--- src/include/ocld_pkg.sv ---
package ocld_pkg;

	// clock and time figures
	localparam int CLK_PERIOD_NS = 4;
	localparam int SC_BLANK_NS = 1000;
	localparam int FIRST_BLANK_NS = 2000;
	localparam int FAULT_INDICATOR_PIN_RUN_NS = 57000;
	localparam int FAULT_INDICATOR_PIN_WAIT_NS = 32000;
	localparam int SC_BLANK_CYC =
		(SC_BLANK_NS + CLK_PERIOD_NS - 1) / CLK_PERIOD_NS;
	localparam int FIRST_BLANK_CYC =
		(FIRST_BLANK_NS + CLK_PERIOD_NS - 1) / CLK_PERIOD_NS;
	localparam int FAULT_INDICATOR_PIN_RUN_CYC =
		(FAULT_INDICATOR_PIN_RUN_NS + CLK_PERIOD_NS - 1) / CLK_PERIOD_NS;
	localparam int FAULT_INDICATOR_PIN_WAIT_CYC =
		(FAULT_INDICATOR_PIN_WAIT_NS + CLK_PERIOD_NS - 1) / CLK_PERIOD_NS;

	// widths
	localparam int CNT_W = 16;
	localparam int BLANK_W = 10;
	localparam int IRQ_W = 3;
	localparam int CTRL_W = 2;

	// register byte offsets
	localparam logic [3:0] ADDR_CTRL = 4'h0;
	localparam logic [3:0] ADDR_STATUS = 4'h4;
	localparam logic [3:0] ADDR_IRQ_STAT = 4'h8;
	localparam logic [3:0] ADDR_IRQ_MASK = 4'hC;

	// control fields and reset values
	localparam int CTRL_SC_BLANK_BIT = 0;
	localparam int CTRL_AUTO_REC_BIT = 1;
	localparam int CTRL_OC_CLEAR_BIT = 2;
	localparam logic [CTRL_W-1:0] CTRL_RESET = 2'h1;
	localparam logic [IRQ_W-1:0] IRQ_MASK_RESET = 3'h0;

	// interrupt event positions
	localparam int IRQ_OC_TRIP = 0;
	localparam int IRQ_FAULT_INDICATOR_PIN_FAIL = 1;
	localparam int IRQ_FAULT_INDICATOR_PIN_DONE = 2;

	// detector masks: bit3 over-current, bits 5:4 open-load
	localparam logic [5:0] DET_CHECK_FULL = 6'h3F;
	localparam logic [5:0] DET_CHECK_HALF = 6'h0F;

	// diagnosis sequencer, gray along wait-fault_indicator_pin-run
	typedef enum logic [1:0] {
		ST_WAIT = 2'h0,
		ST_FAULT_INDICATOR_PIN = 2'h1,
		ST_RUN = 2'h3,
		ST_FAIL = 2'h2
	} ocld_fsm_e;

	// pin inputs, carried through the synchronisers
	typedef struct packed {
		logic en;
		logic active_low_enable;
		logic [3:0] oc;
		logic [4:0] oth;
		logic charge_pump_ok;
		logic half_bridge;
		logic por_low;
		logic [1:0] uv_hyst;
		logic fault_pin;
	} ocld_pins_s;

endpackage

--- src/ocld_top.sv ---
`timescale 1ns/1ns
`default_nettype none
module ocld_top import ocld_pkg::*; #(
	parameter int FAULT_INDICATOR_PIN_RUN_CYCLES = FAULT_INDICATOR_PIN_RUN_CYC,
	parameter int FAULT_INDICATOR_PIN_WAIT_CYCLES = FAULT_INDICATOR_PIN_WAIT_CYC
) (
	input wire logic ref_clk,
	input wire logic rstn,
	input wire logic en_pin,
	input wire logic active_low_enable,
	input wire logic [3:0] oc_det,
	input wire logic [4:0] other_det,
	input wire logic charge_pump_ok,
	input wire logic half_bridge_mode,
	input wire logic por_low,
	input wire logic [1:0] uv_hyst,
	input wire logic fault_indicator_pin_i,
	output logic fault_indicator_pin_o,
	output logic fault_indicator_pin_oe,
	output logic out_off,
	output logic thr_sel,
	input wire logic [3:0] addr,
	input wire logic [31:0] wdata,
	input wire logic wr,
	input wire logic rd,
	output logic [31:0] rdata,
	output logic irq
);

	localparam logic [CNT_W-1:0] RUN_LAST = CNT_W'(FAULT_INDICATOR_PIN_RUN_CYCLES - 1);
	localparam logic [CNT_W-1:0] WAIT_DONE = CNT_W'(FAULT_INDICATOR_PIN_WAIT_CYCLES);
	localparam logic [BLANK_W-1:0] SC_LIM = BLANK_W'(SC_BLANK_CYC);
	localparam logic [BLANK_W-1:0] FIRST_LIM = BLANK_W'(FIRST_BLANK_CYC);

	typedef struct packed {
		ocld_pins_s s1;
		ocld_pins_s s2;
		logic en_p;
		logic enb_p;
		logic act_p;
		ocld_fsm_e fsm;
		logic [CNT_W-1:0] wait_cnt;
		logic [CNT_W-1:0] run_cnt;
		logic [5:0] seen;
		logic hyst_seen;
		logic fault_indicator_pin_fail;
		logic [BLANK_W-1:0] blank_cnt;
		logic latched;
		logic [3:0] first;
		logic fault_low;
		logic [CTRL_W-1:0] ctrl;
		logic [IRQ_W-1:0] istat;
		logic [IRQ_W-1:0] imask;
		logic out_off;
		logic thr_sel;
		logic fault_oe;
		logic irq;
		logic [31:0] rdata;
	} ocld_state_s;

	ocld_state_s q, d;
	logic [1:0] rst_sync_q;
	logic rst_n_s;
	ocld_pins_s pins_in;
	logic enabled, restart_pulse, fault_clr_edge, disable_edge;
	logic oc_any, latch_mode, ser_clr, oc_cond, trip;
	logic [5:0] det, chk;
	logic [BLANK_W-1:0] blank_lim;
	logic [IRQ_W-1:0] ev;

	function automatic logic edge_up(input logic now, input logic prev);
		return now & ~prev;
	endfunction

	// reset release through two flops
	always_ff @(posedge ref_clk or negedge rstn) begin
		if (!rstn) begin
			rst_sync_q <= 2'h0;
		end else begin
			rst_sync_q <= {rst_sync_q[0], 1'b1};
		end
	end
	assign rst_n_s = rst_sync_q[1];

	// pins gathered for the synchroniser
	assign pins_in = '{en: en_pin, active_low_enable: active_low_enable,
		oc: oc_det, oth: other_det, charge_pump_ok: charge_pump_ok,
		half_bridge: half_bridge_mode, por_low: por_low,
		uv_hyst: uv_hyst, fault_pin: fault_indicator_pin_i};

	// enable decode and edges on synchronised pins
	assign enabled = q.s2.en & ~q.s2.active_low_enable;
	assign restart_pulse = edge_up(q.en_p, q.s2.en) |
		edge_up(q.s2.active_low_enable, q.enb_p);
	assign fault_clr_edge = edge_up(q.s2.en, q.en_p) |
		edge_up(q.enb_p, q.s2.active_low_enable);
	assign disable_edge = q.act_p & ~enabled;

	// detector vector, oc at bit 3; charge pump kept out
	assign oc_any = |q.s2.oc;
	assign det = {q.s2.oth[4:3], oc_any, q.s2.oth[2:0]};
	assign chk = q.s2.half_bridge ? DET_CHECK_HALF : DET_CHECK_FULL;

	// over-current qualification
	assign latch_mode = ~q.ctrl[CTRL_AUTO_REC_BIT] | q.s2.half_bridge;
	assign blank_lim = q.ctrl[CTRL_SC_BLANK_BIT] ? SC_LIM : FIRST_LIM;
	assign ser_clr = wr && (addr == ADDR_CTRL) &&
		wdata[CTRL_OC_CLEAR_BIT];
	assign oc_cond = (q.fsm == ST_RUN) & enabled & oc_any &
		~q.latched;
	assign trip = oc_cond & (q.blank_cnt == blank_lim - 1'b1);

	// next state
	always_comb begin
		d = q;
		ev = '0;
		d.s1 = pins_in;
		d.s2 = q.s1;
		d.en_p = q.s2.en;
		d.enb_p = q.s2.active_low_enable;
		d.act_p = enabled;
		// blanking counter runs while excess current persists
		if (oc_cond) begin
			if (q.blank_cnt != blank_lim) begin
				d.blank_cnt = q.blank_cnt + 1'b1;
			end
		end else begin
			d.blank_cnt = '0;
		end
		// latch and first flag; a trip wins over a clear
		if (trip & latch_mode) begin
			d.latched = 1'b1;
			d.first = q.s2.oc & (~q.s2.oc + 4'h1);
		end else if (restart_pulse | ser_clr) begin
			d.latched = 1'b0;
			d.first = 4'h0;
		end
		if (trip) begin
			ev[IRQ_OC_TRIP] = 1'b1;
		end
		// elapsed time since reset release or disable, saturating
		if (disable_edge) begin
			d.wait_cnt = '0;
		end else if (q.wait_cnt != WAIT_DONE) begin
			d.wait_cnt = q.wait_cnt + 1'b1;
		end
		// diagnosis sequencer
		unique case (q.fsm)
			ST_WAIT: begin
				if (q.wait_cnt == WAIT_DONE && det == 6'h00 &&
					q.s2.charge_pump_ok && !q.s2.por_low) begin
					d.fsm = ST_FAULT_INDICATOR_PIN;
					d.run_cnt = '0;
					d.seen = 6'h00;
					d.hyst_seen = 1'b0;
					d.fault_indicator_pin_fail = 1'b0;
				end
			end
			ST_FAULT_INDICATOR_PIN: begin
				d.seen = q.seen | det;
				d.hyst_seen = q.hyst_seen | (|q.s2.uv_hyst);
				if (q.s2.por_low) begin
					d.fsm = ST_WAIT;
				end else if (q.run_cnt == RUN_LAST) begin
					ev[IRQ_FAULT_INDICATOR_PIN_DONE] = 1'b1;
					if (d.hyst_seen || (chk & ~d.seen) != 6'h00) begin
						d.fsm = ST_FAIL;
						d.fault_indicator_pin_fail = 1'b1;
						ev[IRQ_FAULT_INDICATOR_PIN_FAIL] = 1'b1;
					end else begin
						d.fsm = ST_RUN;
					end
				end else begin
					d.run_cnt = q.run_cnt + 1'b1;
				end
			end
			ST_RUN: begin
			end
			ST_FAIL: begin
			end
		endcase
		if (disable_edge) begin
			d.fsm = ST_WAIT;
		end
		// fault pin latch; a new fault wins over a clear
		if (trip | ev[IRQ_FAULT_INDICATOR_PIN_FAIL]) begin
			d.fault_low = 1'b1;
		end else if (fault_clr_edge | ser_clr) begin
			d.fault_low = 1'b0;
		end
		// registers
		if (wr && addr == ADDR_CTRL) begin
			d.ctrl = wdata[CTRL_W-1:0];
		end
		if (wr && addr == ADDR_IRQ_MASK) begin
			d.imask = wdata[IRQ_W-1:0];
		end
		if (wr && addr == ADDR_IRQ_STAT) begin
			d.istat = q.istat & ~wdata[IRQ_W-1:0];
		end
		d.istat = d.istat | ev;
		d.rdata = 32'h0;
		if (rd) begin
			unique case (addr)
				ADDR_CTRL: d.rdata = {30'h0, q.ctrl};
				ADDR_STATUS: d.rdata = {22'h0, q.fsm, ~q.s2.fault_pin,
					q.fsm == ST_FAULT_INDICATOR_PIN, q.fault_indicator_pin_fail, q.out_off, q.first};
				ADDR_IRQ_STAT: d.rdata = {29'h0, q.istat};
				ADDR_IRQ_MASK: d.rdata = {29'h0, q.imask};
				default: d.rdata = 32'h0;
			endcase
		end
		// outputs
		d.thr_sel = (d.fsm == ST_FAULT_INDICATOR_PIN);
		d.out_off = d.latched | ~enabled | (d.fsm != ST_RUN) |
			(oc_cond & ~latch_mode & d.blank_cnt == blank_lim);
		d.fault_oe = d.fault_low | d.fault_indicator_pin_fail;
		d.irq = |(d.istat & d.imask);
	end

	// state register
	always_ff @(posedge ref_clk or negedge rst_n_s) begin
		if (!rst_n_s) begin
			q <= '0;
			q.fsm <= ST_WAIT;
			q.ctrl <= CTRL_RESET;
			q.imask <= IRQ_MASK_RESET;
			q.out_off <= 1'b1;
		end else begin
			q <= d;
		end
	end

	assign fault_indicator_pin_o = 1'b0;
	assign fault_indicator_pin_oe = q.fault_oe;
	assign out_off = q.out_off;
	assign thr_sel = q.thr_sel;
	assign rdata = q.rdata;
	assign irq = q.irq;
endmodule
`default_nettype wire

--- config.mk ---
export PLATFORM = sky130hd
export DESIGN_NAME = ocld_top
export DESIGN_NICKNAME = d
export VERILOG_FILES = /design/src/include/ocld_pkg.sv /design/src/ocld_top.sv
export SDC_FILE = /design/constraint.sdc
export NUM_CORES = 1
export LEC_CHECK = 0
export BUFFER_PORTS_ARGS = -buffer_cell sky130_fd_sc_hd__buf_4
export CAP_MARGIN = 15
export CORE_MARGIN = 5
export CORE_UTILIZATION = 47
export CTS_CLUSTER_DIAMETER = 200
export DETAILED_ROUTE_END_ITERATION = 12
export MAX_ROUTING_LAYER = met4
export PLACE_DENSITY_LB_ADDON = 0.12
export SLEW_MARGIN = 20
export SYNTH_ARGS = -nofsm -noshare
export SYNTH_HDL_FRONTEND = slang
export SYNTH_SLANG_ARGS = --single-unit
export TNS_END_PERCENT = 30
--- constraint.sdc ---
create_clock -name ref_clk -period 4.8 [get_ports ref_clk]
set_input_delay 0.48 -clock ref_clk [delete_from_list [all_inputs] [get_ports ref_clk]]
set_output_delay 0.48 -clock ref_clk [all_outputs]
set_load 0.01 [all_outputs]
# Word level (Yosys, flattened, before mapping)
# Cells that the tools add are included.
# word_totals
reg_bits	141
inputBits	57
output_inout_bits	37
wordCells	156
# classes
add_sub_neg	5
n_eq_ne	16
n_mux	32
bitwise_logic	42
reduce_logical	21
# ops
operator	count
16-bit two-way mux	4
24-bit case mux with 2 select lines	1
10-bit case mux with 4 select lines	1
16-bit by 1-bit adder with 16-bit output, second input constant	2
10-bit two-way mux	3
24-bit two-way mux	1
16-bit by 13-bit == test with 1-bit output, second input constant	1
16-bit by 14-bit == test with 1-bit output, second input constant	1
16-bit by 13-bit inequality test with 1-bit output, second input constant	1
2-bit two-way mux	7
1-bit bitwise AND	13
1-bit OR	11
10-bit by 1-bit adder with 10-bit output, second input constant	1
10-bit == test	1
10-bit by 9-bit == test with 1-bit output	1
5-bit two-way mux	2
10-bit by 9-bit inequality test with 1-bit output	1
9-bit by 1-bit subtractor with 10-bit output, second input constant	1
9-bit two-way mux	1
1-bit NOT	9
4-bit == test, second input constant	2
1-bit two-way mux	8
2-bit inequality test, second input constant	4
1-bit logical AND	7
27 further kinds	32

# Logic depth before layout (Yosys ltp)
# Gate-level depths: netlist (run 1).
# logic_depth
depth_word	14
mapped_depth	9
depth_no_buf	8

# Worst setup path after synthesis (run 1)
# No wires, ideal clock.
# synth_timing
path_type	reg-to-reg
start	register q[84] in the netlist's numbering
end	register q[76] in the netlist's numbering
setup_time_ns	0.121
arrival_ns	1.844
required_ns	4.679
slack_ns	2.835
path_stages_with_launch	10
n_path_buf	1
synth_period_minus_slack_ns	1.965
cell_sequence	dfrtp_1 -> inv_1 -> ha_1 -> nor3b_1 -> nand4_2 -> o31ai_4 -> buf_6 -> nand4_1 -> xor2_1 -> nor2_2
# synth_between
elab_chain_len	6
# synth_rtl
element	line	text
start, declared	ocld_top.sv:61	ocld_state_s q, d;
16-bit by 13-bit == test with 1-bit output	ocld_top.sv:150	if (q.wait_cnt == WAIT_DONE && det == 6'h00 &&
1-bit logical AND (2 in series)	ocld_top.sv:150	
1-bit logical AND	ocld_top.sv:151	q.s2.charge_pump_ok && !q.s2.por_low) begin
2-bit inequality test (no line)	--	
4-bit AND reduction (no line)	--	
# Every way passes these cells.
# A chain may end at the register's enable or synchronous reset.

==> results.md, run 1 <==
* Status: completed
* Die X at 118 um
* Post-synth top flop: dfrtp_1
* Global-route wire length before repair at 17300 um
* Residual DRC at 0
* Share of Yosys cell area claimed by the top area cell type at 53.8%
* Part of the power in registers at 42.4%
* Die Ht at 118 um
* Setup Fix Bufs, Post-CTS at 0
* Max-cap viol count at 0
* Clk slew on worst S/H paths at 50 ps
* Count leader, synth: dfrtp_1
* Internal power at 0.00206 W
* Switching pwr at 0.000550 W
* Post-Synthesis Cells at 491
* Worst reg2reg setup slack at 1990 ps
* Synth Register Bits at 119
* Pleak at 2.94 nW
* Port Buffers at 41
* Utilization after layout at 55.6%
* # clock sinks at 119
* Worst VDD drop at 0.244 mV
* CTS Buffer Depth at 2
* Via Count at 3534
* RePlAce Congestion at 0.821
* Io pins at 94
* Final Cycle Share at 58.6%
* HPWL Detailed at 6870 um
* Worst-skew pair later-pin latency at 410 ps
* Netlist cell types at 67
* EDFF count, synth at 0
* Slowest CP cell: nand4_1
* Largest stage delay on the critical path at 720 ps
* Total iterations of the first detailed-routing run at 7
* Synth Cell Area at 0.00544 mm2
* Depth of the most critical reg-to-reg path at 8
* CTS Buf Count at 17
* Endpoint arrival time on the critical path at 3120 ps
* Startpoint type of the worst setup path: flop
* Worst Min Path Start: uv_hyst[1]
* Worst Skew at 4.45 ps
* CP Capture Type: flop
* Resized Gates After CTS at 0
* Initial detailed-routing violation count at 192
* Gr ovfl total at 0
* Worst Setup Path Type: flop to flop
* Clock Root Buffer: clkbuf_16
* Pwr Total at 0.00261 W
* Layout Nets at 587
* Routed Antenna Nets at 0
* Initial antenna violation count at 0
* WL/cell at 14.7 um
* Number of diodes at 0
* Reg-to-Reg Start: q[69]$_DFFE_PN0P_
* Hold Path Cell Cnt at 1
* Design area at 0.00632 mm2
* Drt total wl at 10000 um
* H-tree levels at 4
* Layout Cells excl Fill at 681
* Clk pwr share at 52.9%
* Combinational group share of total power at 4.7%
* Vias in the first global route at 3519
* Starting Density at 47.8%
* GRT Total Usage at 16.0%
* Largest net degree at the start of global routing at 62
* Area Growth Syn to Fin at 16.3%
* Core area at 0.0114 mm2
* Vias/cell at 5.19
* Dominant cells by area after synthesis: dfrtp_1, buf_4, nor2_1, xor2_1, nand4_1
* Max Slew Vio Count at 0
* Area after DPL at 0.00566 mm2
* Top post-synthesis cells by count: dfrtp_1, nor2_1, buf_4
* Critical path required time at 5110 ps
* Syn Area/Cell at 11.1 um2
* Final worst path period need at 2810 ps
* Num rows at 39
* Async S/R FF share, synth at 100%
* Yosys top cell by area: dfrtp_1
* Layout cells sized above 1 at 19.3%
* Worst hold path type: input port to flop
* Endpoints failing setup at 0
* Cells after DPL at 648
* CTS tree: done
* Setup TNS at 0 ps
* Power Dens Cells at 412 mW/mm2
* Worst hold endpoint: d[107]$_DFF_PN0_
* Yosys warns at 0
* Cells along the critical path: inv_1 -> ha_1 -> nor4b_1 -> nand4_1 -> o21bai_1 -> nand2_1 -> nor4_1 -> o41ai_2
* Die ar. at 0.0138 mm2
* Worst slew pin tran at 934 ps
* Switching portion of total power at 21.1%
* Worst reg2reg path endpoint: out_off$_DFF_PN1_
* Worst-path maximum fanout at 20
* Sequential area share after synthesis at 54.8%
* Endpoints failing hold at 0
* RSZ-0062 raised after global routing: no
* Worst relative slew slack at 37.4%
* Max Fclk at 0.355 GHz
-- power groups by stage --
stage / clock network (W) / registers [W] / logic [W]
finish: 0.00138 / 0.00111 / 0.000122
global route: 0.00146 / 0.00112 / 0.000140
CTS: 0.00141 / 0.00111 / 0.000123
detailed placement: 0 / 0.00112 / 0.000122
global placement: 0 / 0.00112 / 0.000119
floorplan: 0 / 0.00111 / 0.000101
-- metrics by stage --
stage                     setup slack, ps  hold slack [ps]
after floorplan                      1240              184
after global placement               2000              262
after detailed placement             1970              265
after CTS                            1950              154
after global routing                 1770              143
final                                1990              173
-- cells by family (layout without fill, tap and decap cells) --
| group | after synthesis | after routing | synth area share (%) |
|---|---|---|---|
| and+or+nand+nor | 205 | 205 | 21.7 |
| DFF | 119 | 119 | 54.8 |
| buffers and inverters | 63 | 88 | 7.52 |
| AOI/OAI and AO/OA | 54 | 54 | 6.88 |
| xor gates and xnor gates | 34 | 34 | 5.47 |
| muxes | 9 | 9 | 2.32 |
| adders and majority gates | 5 | 5 | 1.15 |
| other | 2 | 24 | 0.138 |
-- worst max-delay path, delay by kind of cell (launching register included) --
family	cells	cell delay [ps]
AO/OA/AOI/OAI	2	700
flip-flops	1	420
AND/OR/NAND/NOR	4	1400
buffers and inverters	1	70
adder cells (fa/ha/maj)	1	130
-- metal layers --
metal | vias to the layer above | wire length, um | track usage, %
li1 | 1716 | - | -
met5 | - | 0 | -
met2 | 101 | 4280 | 21.1
met3 | 21 | 621 | 5.09
met4 | 0 | 235 | 7.67
met1 | 1696 | 4910 | 22.2
-- worst max-delay path by stage --
stage	startpoint	end	slack, ps	cells after the start
floorplan	rst_sync_q[1]$_DFF_PN0_	d[103]$_DFF_PN0_	1240	0
global placement	q[69]$_DFFE_PN0P_	out_off$_DFF_PN1_	2000	8
detailed placement	q[69]$_DFFE_PN0P_	out_off$_DFF_PN1_	1970	8
CTS	q[69]$_DFFE_PN0P_	out_off$_DFF_PN1_	1950	8
global route	q[69]$_DFFE_PN0P_	fault_indicator_pin_oe$_DFF_PN0_	1770	8
finish	q[69]$_DFFE_PN0P_	out_off$_DFF_PN1_	1990	8
-- timing repair --
action	in CTS	in global routing
setup endpoints to repair	0	0
hold endpoints to repair	2	0
hold buffers	1	0
-- registers in the layout (all words and copies together) (netlist names) --
name and cells:
d 19, det 5, fault_indicator_pin_oe 1, irq 1, out_off 1, q 79, rdata 10, rst_sync_q 2
thr_sel 1
-- layout by cell type, fill, tap and decap left out, types with 5 or more instances in the layout --
cell	n
a21o_1	5
a21oi_1	15
and2_1	10
and3_1	10
and4_1	5
buf_4	42
bufinv_16	5
clkbuf_16	17
conb_1	24
dfrtp_1	116
ha_1	5
inv_1	13
mux2_2	6
nand2_1	26
nand3_1	15
nand3b_1	5
nand4_1	19
nand4b_1	5
nor2_1	60
nor3_1	8
nor4b_1	5
o21ai_0	11
xnor2_1	11
xor2_1	23
-- cell type report --
| class | instances | area [um2] |
|---|---|---|
| Clock buffer | 19 | 453 |
| Timing Repair Buffer | 43 | 325 |
| Inverter | 13 | 48.8 |
| Multi-Input combinational cell | 331 | 2130 |
| Fill cell | 970 | 5050 |
| Sequential cell | 119 | 2980 |
| Clock inverter | 13 | 201 |
| Tap cell | 143 | 179 |
Power figures use the tool's default switching activity.
==> inputs of run 2 (changes only) <==
Clock period 4.8 ns to 2.4 ns, I/O delays scaled along.
==> run 2 against run 1 <==
  * First-iteration DRC count increased by 42%
  * Sequential cell count unchanged
  * Count of clock-buffer cells in the layout increased by 2
  * Final cell count increased by 5.0%
  * Fmax increased by 35%
  * Critical endpoint unchanged
==> results.md, run 2 (same netlist as run 1, synthesis figures left out) <==
* Worst-path maximum fanout at 5 (was 20)
* Clk slew on worst S/H paths at 50 ps (about the same)
* Status: completed (unchanged)
* Drt total wl at 10200 um (was 10000 um)
* Clock Root Buffer: clkbuf_16 (unchanged)
* Clk pwr share at 51.0% (was 52.9%)
* Largest Register: q (unchanged)
* Max Slew Vio Count at 0 (unchanged)
* Worst relative slew slack at 55.6% (was 37.4%)
* Max Fclk at 0.478 GHz (was 0.355 GHz)
* WL/cell at 14.2 um (was 14.7 um)
* Switching pwr at 0.00111 W (was 0.000550 W)
* Worst slew pin tran at 666 ps (was 934 ps)
* Internal power at 0.00396 W (was 0.00206 W)
* Worst VDD drop at 0.533 mV (was 0.244 mV)
* # hold bufs at CTS at 18 (was 1)
* Part of the power in registers at 43.5% (was 42.4%)
* Core area at 0.0114 mm2 (unchanged)
* Endpoint arrival time on the critical path at 2410 ps (was 3120 ps)
* Largest net degree at the start of global routing at 52 (was 62)
* Initial antenna violation count at 0 (unchanged)
* Max-cap viol count at 0 (unchanged)
* HPWL Detailed at 7170 um (was 6870 um)
* Number of diodes at 0 (unchanged)
* Num rows at 39 (unchanged)
* Final worst slack at 309 ps (was 1990 ps)
* GRT Total Usage at 15.9% (was 16.0%)
* # clock sinks at 119 (unchanged)
* DR WL met3 at 645 um (was 621 um)
* RePlAce Congestion at 0.785 (was 0.821)
* Residual DRC at 0 (unchanged)
* RSZ-0062 raised after global routing: no (unchanged)
* Via Count at 3699 (was 3534)
* Power Dens Cells at 768 mW/mm2 (was 412 mW/mm2)
* Vias/cell at 5.17 (was 5.19)
* Commonest non-fill, non-tap cell in the layout: dfrtp_1 (unchanged)
* CP Capture Type: flop (unchanged)
* Worst Skew at 10.8 ps (was 4.45 ps)
* Startpoint type of the worst setup path: flop (unchanged)
* Endpoints failing hold at 0 (unchanged)
* Switching portion of total power at 21.9% (was 21.1%)
* Die Ht at 118 um (unchanged)
* Final worst path period need at 2090 ps (was 2810 ps)
* CTS tree: done (unchanged)
* Endpoints failing setup at 0 (unchanged)
* Pwr Total at 0.00508 W (was 0.00261 W)
* Worst hold path type: input port to flop (unchanged)
* Setup TNS at 0 ps (unchanged)
* WL met2 at 4460 um (was 4280 um)
* Met1 Wirelength at 4900 um (was 4910 um)
* Setup WS pre-CTS at 326 ps (was 1970 ps)
* Most frequent cells in the layout: dfrtp_1, nor2_1, buf_4 (unchanged)
* Resized Gates After CTS at 0 (unchanged)
* Io pins at 94 (unchanged)
* Total iterations of the first detailed-routing run at 5 (was 7)
* Die ar. at 0.0138 mm2 (unchanged)
* Critical path required time at 2720 ps (was 5110 ps)
* Port Buffers at 41 (unchanged)
* Starting Density at 47.8% (unchanged)
* Layout cells sized above 1 at 21.0% (was 19.3%)
* Worst Setup Path Type: flop to flop (unchanged)
* Max layer used: met4 (unchanged)
* Die X at 118 um (unchanged)
* Initial detailed-routing violation count at 273 (was 192)
* CTS Buffer Depth at 2 (unchanged)
* Global-route wire length before repair at 17600 um (was 17300 um)
* Largest register FFs at 79 (unchanged)
* Setup Fix Bufs, Post-CTS at 0 (unchanged)
* Combinational group share of total power at 5.5% (was 4.7%)
* CTS Buf Count at 17 (unchanged)
* H-tree levels at 4 (unchanged)
* Vias in the first global route at 3709 (was 3519)
* Worst-skew pair later-pin latency at 410 ps (about the same)
* Final Cycle Share at 87.1% (was 58.6%)
* Pleak at 3.08 nW (was 2.94 nW)
* Gr ovfl total at 0 (unchanged)
* Area Growth Syn to Fin at 21.5% (was 16.3%)
* Routed Antenna Nets at 0 (unchanged)
* Layout Nets at 621 (was 587)
[run 2: layer usage]
metal	GRT usage (%)	up-vias
met5	-	-
met4	6.52	0
met3	5.29	16
met2	22.7	100
met1	21.0	1800
li1	-	1783
[run 2: power groups by stage]
| stage | clock network (W) | logic [W] | registers [W] |
|---|---|---|---|
| 2_1_floorplan | 0 | 0.000201 | 0.00222 |
| 3_3_place_gp | 0 | 0.000253 | 0.00224 |
| 3_5_place_dp | 0 | 0.000261 | 0.00224 |
| 4_1_cts | 0.00264 | 0.000283 | 0.00221 |
| 5_1_grt | 0.00273 | 0.000318 | 0.00222 |
| 6_report | 0.00259 | 0.000279 | 0.00221 |
[run 2: path summary, 6_finish.rpt]
check | cells past startpoint | from | to | slack [ps]
worst min register to register | 0 | d[117]$_DFF_PN0_ | q[117]$_DFF_PN0_ | 340
worst max register to register | 7 | q[116]$_DFF_PN0_ | out_off$_DFF_PN1_ | 310
worst min-delay path | 3 | rd | rdata[2]$_DFF_PN0_ | 90
min in group asynchronous | 2 | rstn | rst_sync_q[1]$_DFF_PN0_ | 140
worst max-delay path | 7 | q[116]$_DFF_PN0_ | out_off$_DFF_PN1_ | 310
max in group asynchronous | 1 | rst_sync_q[1]$_DFF_PN0_ | q[42]$_DFFE_PN1P_ | 1250
[run 2: critical path: stages, from the launching register on]
cell and delay (ps):
dfrtp_1 440, nor4_4 380, nand3_1 310, nor2_1 220, o21bai_1 120, nor4_1 290
buf_4 170, o41ai_2 70
[run 2: area by class of cell]
cell class                      instances  area (um2)
Timing Repair Buffer                   77         648
Fill cell                             960        4760
Tap cell                              143         179
Inverter                               13        48.8
Multi-Input combinational cell        331        2130
Clock buffer                           21         470
Sequential cell                       119        2980
Clock inverter                         11         148
[run 2: stage by stage]
stage	cell area (um2)	hold slack, ps	std cells	util [%]
after floorplan	5520	-55.6	513	-
after global placement	5810	22.4	665	51.1
after detailed placement	5810	25.8	665	51.1
after CTS	6610	73.9	715	58.1
after global routing	6610	84.8	715	58.1
final	6610	94.9	715	58.1
==> inputs of run 3 (changes only) <==
Settings changed: ABC_AREA set to 1, CORE_MARGIN 5 to 8.
==> run 3 against run 2 <==
  * Critical path depth is 2 higher
  * Register-to-register slack better by 70 ps
  * Synthesized cell count is 30% higher
  * Fmax is 3.3% higher
  * Sequential power hardly changed
  * Combinational power is 23% higher
  * Critical endpoint is now q[80]$_DFFE_PN0P_
==> results.md, run 3 <==
* Status: completed (unchanged)
* Worst VDD drop at 0.521 mV (was 0.533 mV)
* Largest register FFs at 79 (unchanged)
* Global-route wire length before repair at 19800 um (was 17600 um)
* GRT Total Usage at 15.8% (was 15.9%)
* Die Ht at 126 um (was 118 um)
* Clk slew on worst S/H paths at 50 ps (about the same)
* Endpoints failing setup at 0 (unchanged)
* Max Fclk at 0.494 GHz (was 0.478 GHz)
* Worst reg2reg setup slack at 380 ps (was 310 ps)
* Design area at 0.00683 mm2 (was 0.00661 mm2)
* EDFF count, synth at 0 (unchanged)
* Synth Cell Area at 0.00569 mm2 (was 0.00544 mm2)
* Synth Register Bits at 119 (unchanged)
* H-tree levels at 4 (unchanged)
* Worst Skew at 7.39 ps (was 10.8 ps)
* Layout Nets at 769 (was 621)
* Vias/cell at 4.80 (was 5.17)
* Largest net degree at the start of global routing at 52 (unchanged)
* RePlAce Congestion at 0.873 (was 0.785)
* Endpoint arrival time on the critical path at 2320 ps (was 2410 ps)
* Depth of the most critical reg-to-reg path at 9 (was 7)
* Layout cells sized above 1 at 20.8% (was 21.0%)
* Vias in the first global route at 4339 (was 3709)
* Area Growth Syn to Fin at 20.0% (was 21.5%)
* Clock Root Buffer: clkbuf_16 (unchanged)
* Register Area at 0.00298 mm2 (unchanged)
* Total iterations of the first detailed-routing run at 4 (was 5)
* Worst-skew pair later-pin latency at 410 ps (about the same)
* Final Cycle Share at 84.4% (was 87.1%)
* Worst hold endpoint: rdata[2]$_DFF_PN0_ (unchanged)
* Worst hold slack at 65.1 ps (was 94.9 ps)
* Max-cap viol count at 0 (unchanged)
* Num rows at 40 (was 39)
* Initial detailed-routing violation count at 276 (was 273)
* Worst slew pin tran at 670 ps (was 666 ps)
* Critical path required time at 2700 ps (was 2720 ps)
* Netlist cell types at 39 (was 67)
* CTS Buf Count at 17 (unchanged)
* Dominant cells by area after synthesis: dfrtp_1, nand2_1, inv_1, buf_4, nor2_1 (was dfrtp_1, buf_4, nor2_1, xor2_1, nand4_1)
* Drt total wl at 11300 um (was 10200 um)
* Yosys top cell by area: dfrtp_1 (unchanged)
* Setup TNS at 0 ps (unchanged)
* Largest Register: q (unchanged)
* Number of diodes at 0 (unchanged)
* CP Capture Type: flop (unchanged)
* Hold Path Cell Cnt at 3 (unchanged)
* Port Buffers at 41 (unchanged)
* HPWL Detailed at 8260 um (was 7170 um)
* WL/cell at 13.1 um (was 14.2 um)
* Post-Synthesis Cells at 640 (was 491)
* Routed Antenna Nets at 0 (unchanged)
* Syn Area/Cell at 8.89 um2 (was 11.1 um2)
* CTS Buffer Depth at 2 (unchanged)
* Yosys warns at 0 (unchanged)
* Final worst path period need at 2020 ps (was 2090 ps)
* Initial antenna violation count at 0 (unchanged)
* Die ar. at 0.0159 mm2 (was 0.0138 mm2)
* Worst reg2reg path endpoint: q[80]$_DFFE_PN0P_ (was out_off$_DFF_PN1_)
* RSZ-0062 raised after global routing: no (unchanged)
* Core area at 0.0119 mm2 (was 0.0114 mm2)
* Pleak at 3.24 nW (was 3.08 nW)
* Worst Setup Path Type: flop to flop (unchanged)
* Post-synth top flop: dfrtp_1 (unchanged)
* Area after DPL at 0.00604 mm2 (was 0.00581 mm2)
* Reg-to-Reg Start: q[91]$_DFFE_PN0P_ (was q[116]$_DFF_PN0_)
* Gr ovfl total at 0 (unchanged)
* Die X at 126 um (was 118 um)
* Multi-input logic area at 0.00217 mm2 (was 0.00213 mm2)
* Filler cells at 1062 (was 960)
* Via Count at 4161 (was 3699)
* Worst hold path type: input port to flop (unchanged)
* # clock sinks at 119 (unchanged)
* Worst Min Path Start: rd (unchanged)
* Io pins at 94 (unchanged)
* Top post-synthesis cells by count: dfrtp_1, nand2_1, inv_1 (was dfrtp_1, nor2_1, buf_4)
* Residual DRC at 0 (unchanged)
* Endpoints failing hold at 0 (unchanged)
* Startpoint type of the worst setup path: flop (unchanged)
* Setup Fix Bufs, Post-CTS at 0 (unchanged)
* Starting Density at 47.8% (about the same)
* CTS tree: done (unchanged)
* Worst relative slew slack at 54.9% (was 55.6%)
* Async S/R FF share, synth at 100% (unchanged)
* Count leader, synth: dfrtp_1 (unchanged)
* Sequential area share after synthesis at 52.4% (was 54.8%)
* Worst-path maximum fanout at 17 (was 5)
* Share of Yosys cell area claimed by the top area cell type at 51.5% (was 53.8%)
* Power Dens Cells at 747 mW/mm2 (was 768 mW/mm2)
* Commonest non-fill, non-tap cell in the layout: dfrtp_1 (unchanged)
* Most frequent cells in the layout: dfrtp_1, nand2_1, inv_1 (was dfrtp_1, nor2_1, buf_4)
* Resized Gates After CTS at 0 (unchanged)
* Max Slew Vio Count at 0 (unchanged)
## run 3: changes by cell type after synthesis, moves of 9 or more
cell     before  now
o21ai_0      11   33
inv_1        13   75
nand4_1      19   10
nand3_1      15   47
xnor2_1      11    0
nand2_1      26  112
o21ai_2       0   16
and3_1       10    0
xor2_1       23   10
or2_2         1   12
inv_2         0    9
nand2_2       0   15
and2_1       10    0
## run 3: through the flow
stage                     utilization [%]  power, W  setup WS (ps)  cells
final                                57.3   0.00510            376    867
after global routing                 57.3   0.00530            247    867
after CTS                            57.3   0.00516            347    867
after detailed placement             50.7   0.00254            354    817
after global placement               50.7   0.00252            447    817
after floorplan                         -   0.00243            416    662
## run 3: cell type report
class,count,share of cell area [%]
Clock buffer,20,6.69
Clock inverter,12,2.22
Inverter,85,4.67
Multi-Input combinational cell,419,31.8
Sequential cell,119,43.7
Tap cell,147,2.69
Timing Repair Buffer,65,8.17
## run 3: worst max-delay path by stage
stage,startpoint,end
after floorplan,rst_sync_q[1]$_DFF_PN0_,d[103]$_DFF_PN0_
after global placement,q[91]$_DFFE_PN0P_,q[80]$_DFFE_PN0P_
after detailed placement,q[91]$_DFFE_PN0P_,q[77]$_DFFE_PN0P_
after CTS,q[91]$_DFFE_PN0P_,q[80]$_DFFE_PN0P_
after global routing,q[91]$_DFFE_PN0P_,q[80]$_DFFE_PN0P_
final,q[91]$_DFFE_PN0P_,q[80]$_DFFE_PN0P_
## run 3: power by group
group          internal (W)  switching, W  total (W)
logic              0.000138      0.000206   0.000344
registers           0.00211     0.0000733    0.00218
clock network       0.00168      0.000893    0.00257
total               0.00393       0.00117    0.00510
## run 3: kinds of logic after synthesis
logic type	after synthesis	share of synthesized area, %
AO/OA/AOI/OAI	73	7.83
buffers and inverters	124	10.8
AND/OR/NAND/NOR	307	26.2
flip-flops	119	52.4
adder cells (fa/ha/maj)	5	1.10
XOR/XNOR	10	1.54
other	2	0.132
## run 3: critical path, cell delays in order (launching register included)
cell     delay (ps)
dfrtp_1         420
nor4_2          340
nand2_1         160
nor2_4          160
nand3_4         150
nand2_4         100
nand3_4         230
buf_12          260
nand2_2          60
o21ai_2          50
## run 3: routing by layer
layer | global-route usage, % | wire length, um
met2 | 24.8 | 5390
met5 | - | 0
met1 | 18.7 | 5280
met3 | 4.43 | 479
met4 | 6.94 | 187
## run 3: what timing repair did
item	4_1_cts	5_1_grt
endpoints found under the setup margin	0	0
hold buffers	18	0
hold endpoints to repair	19	0
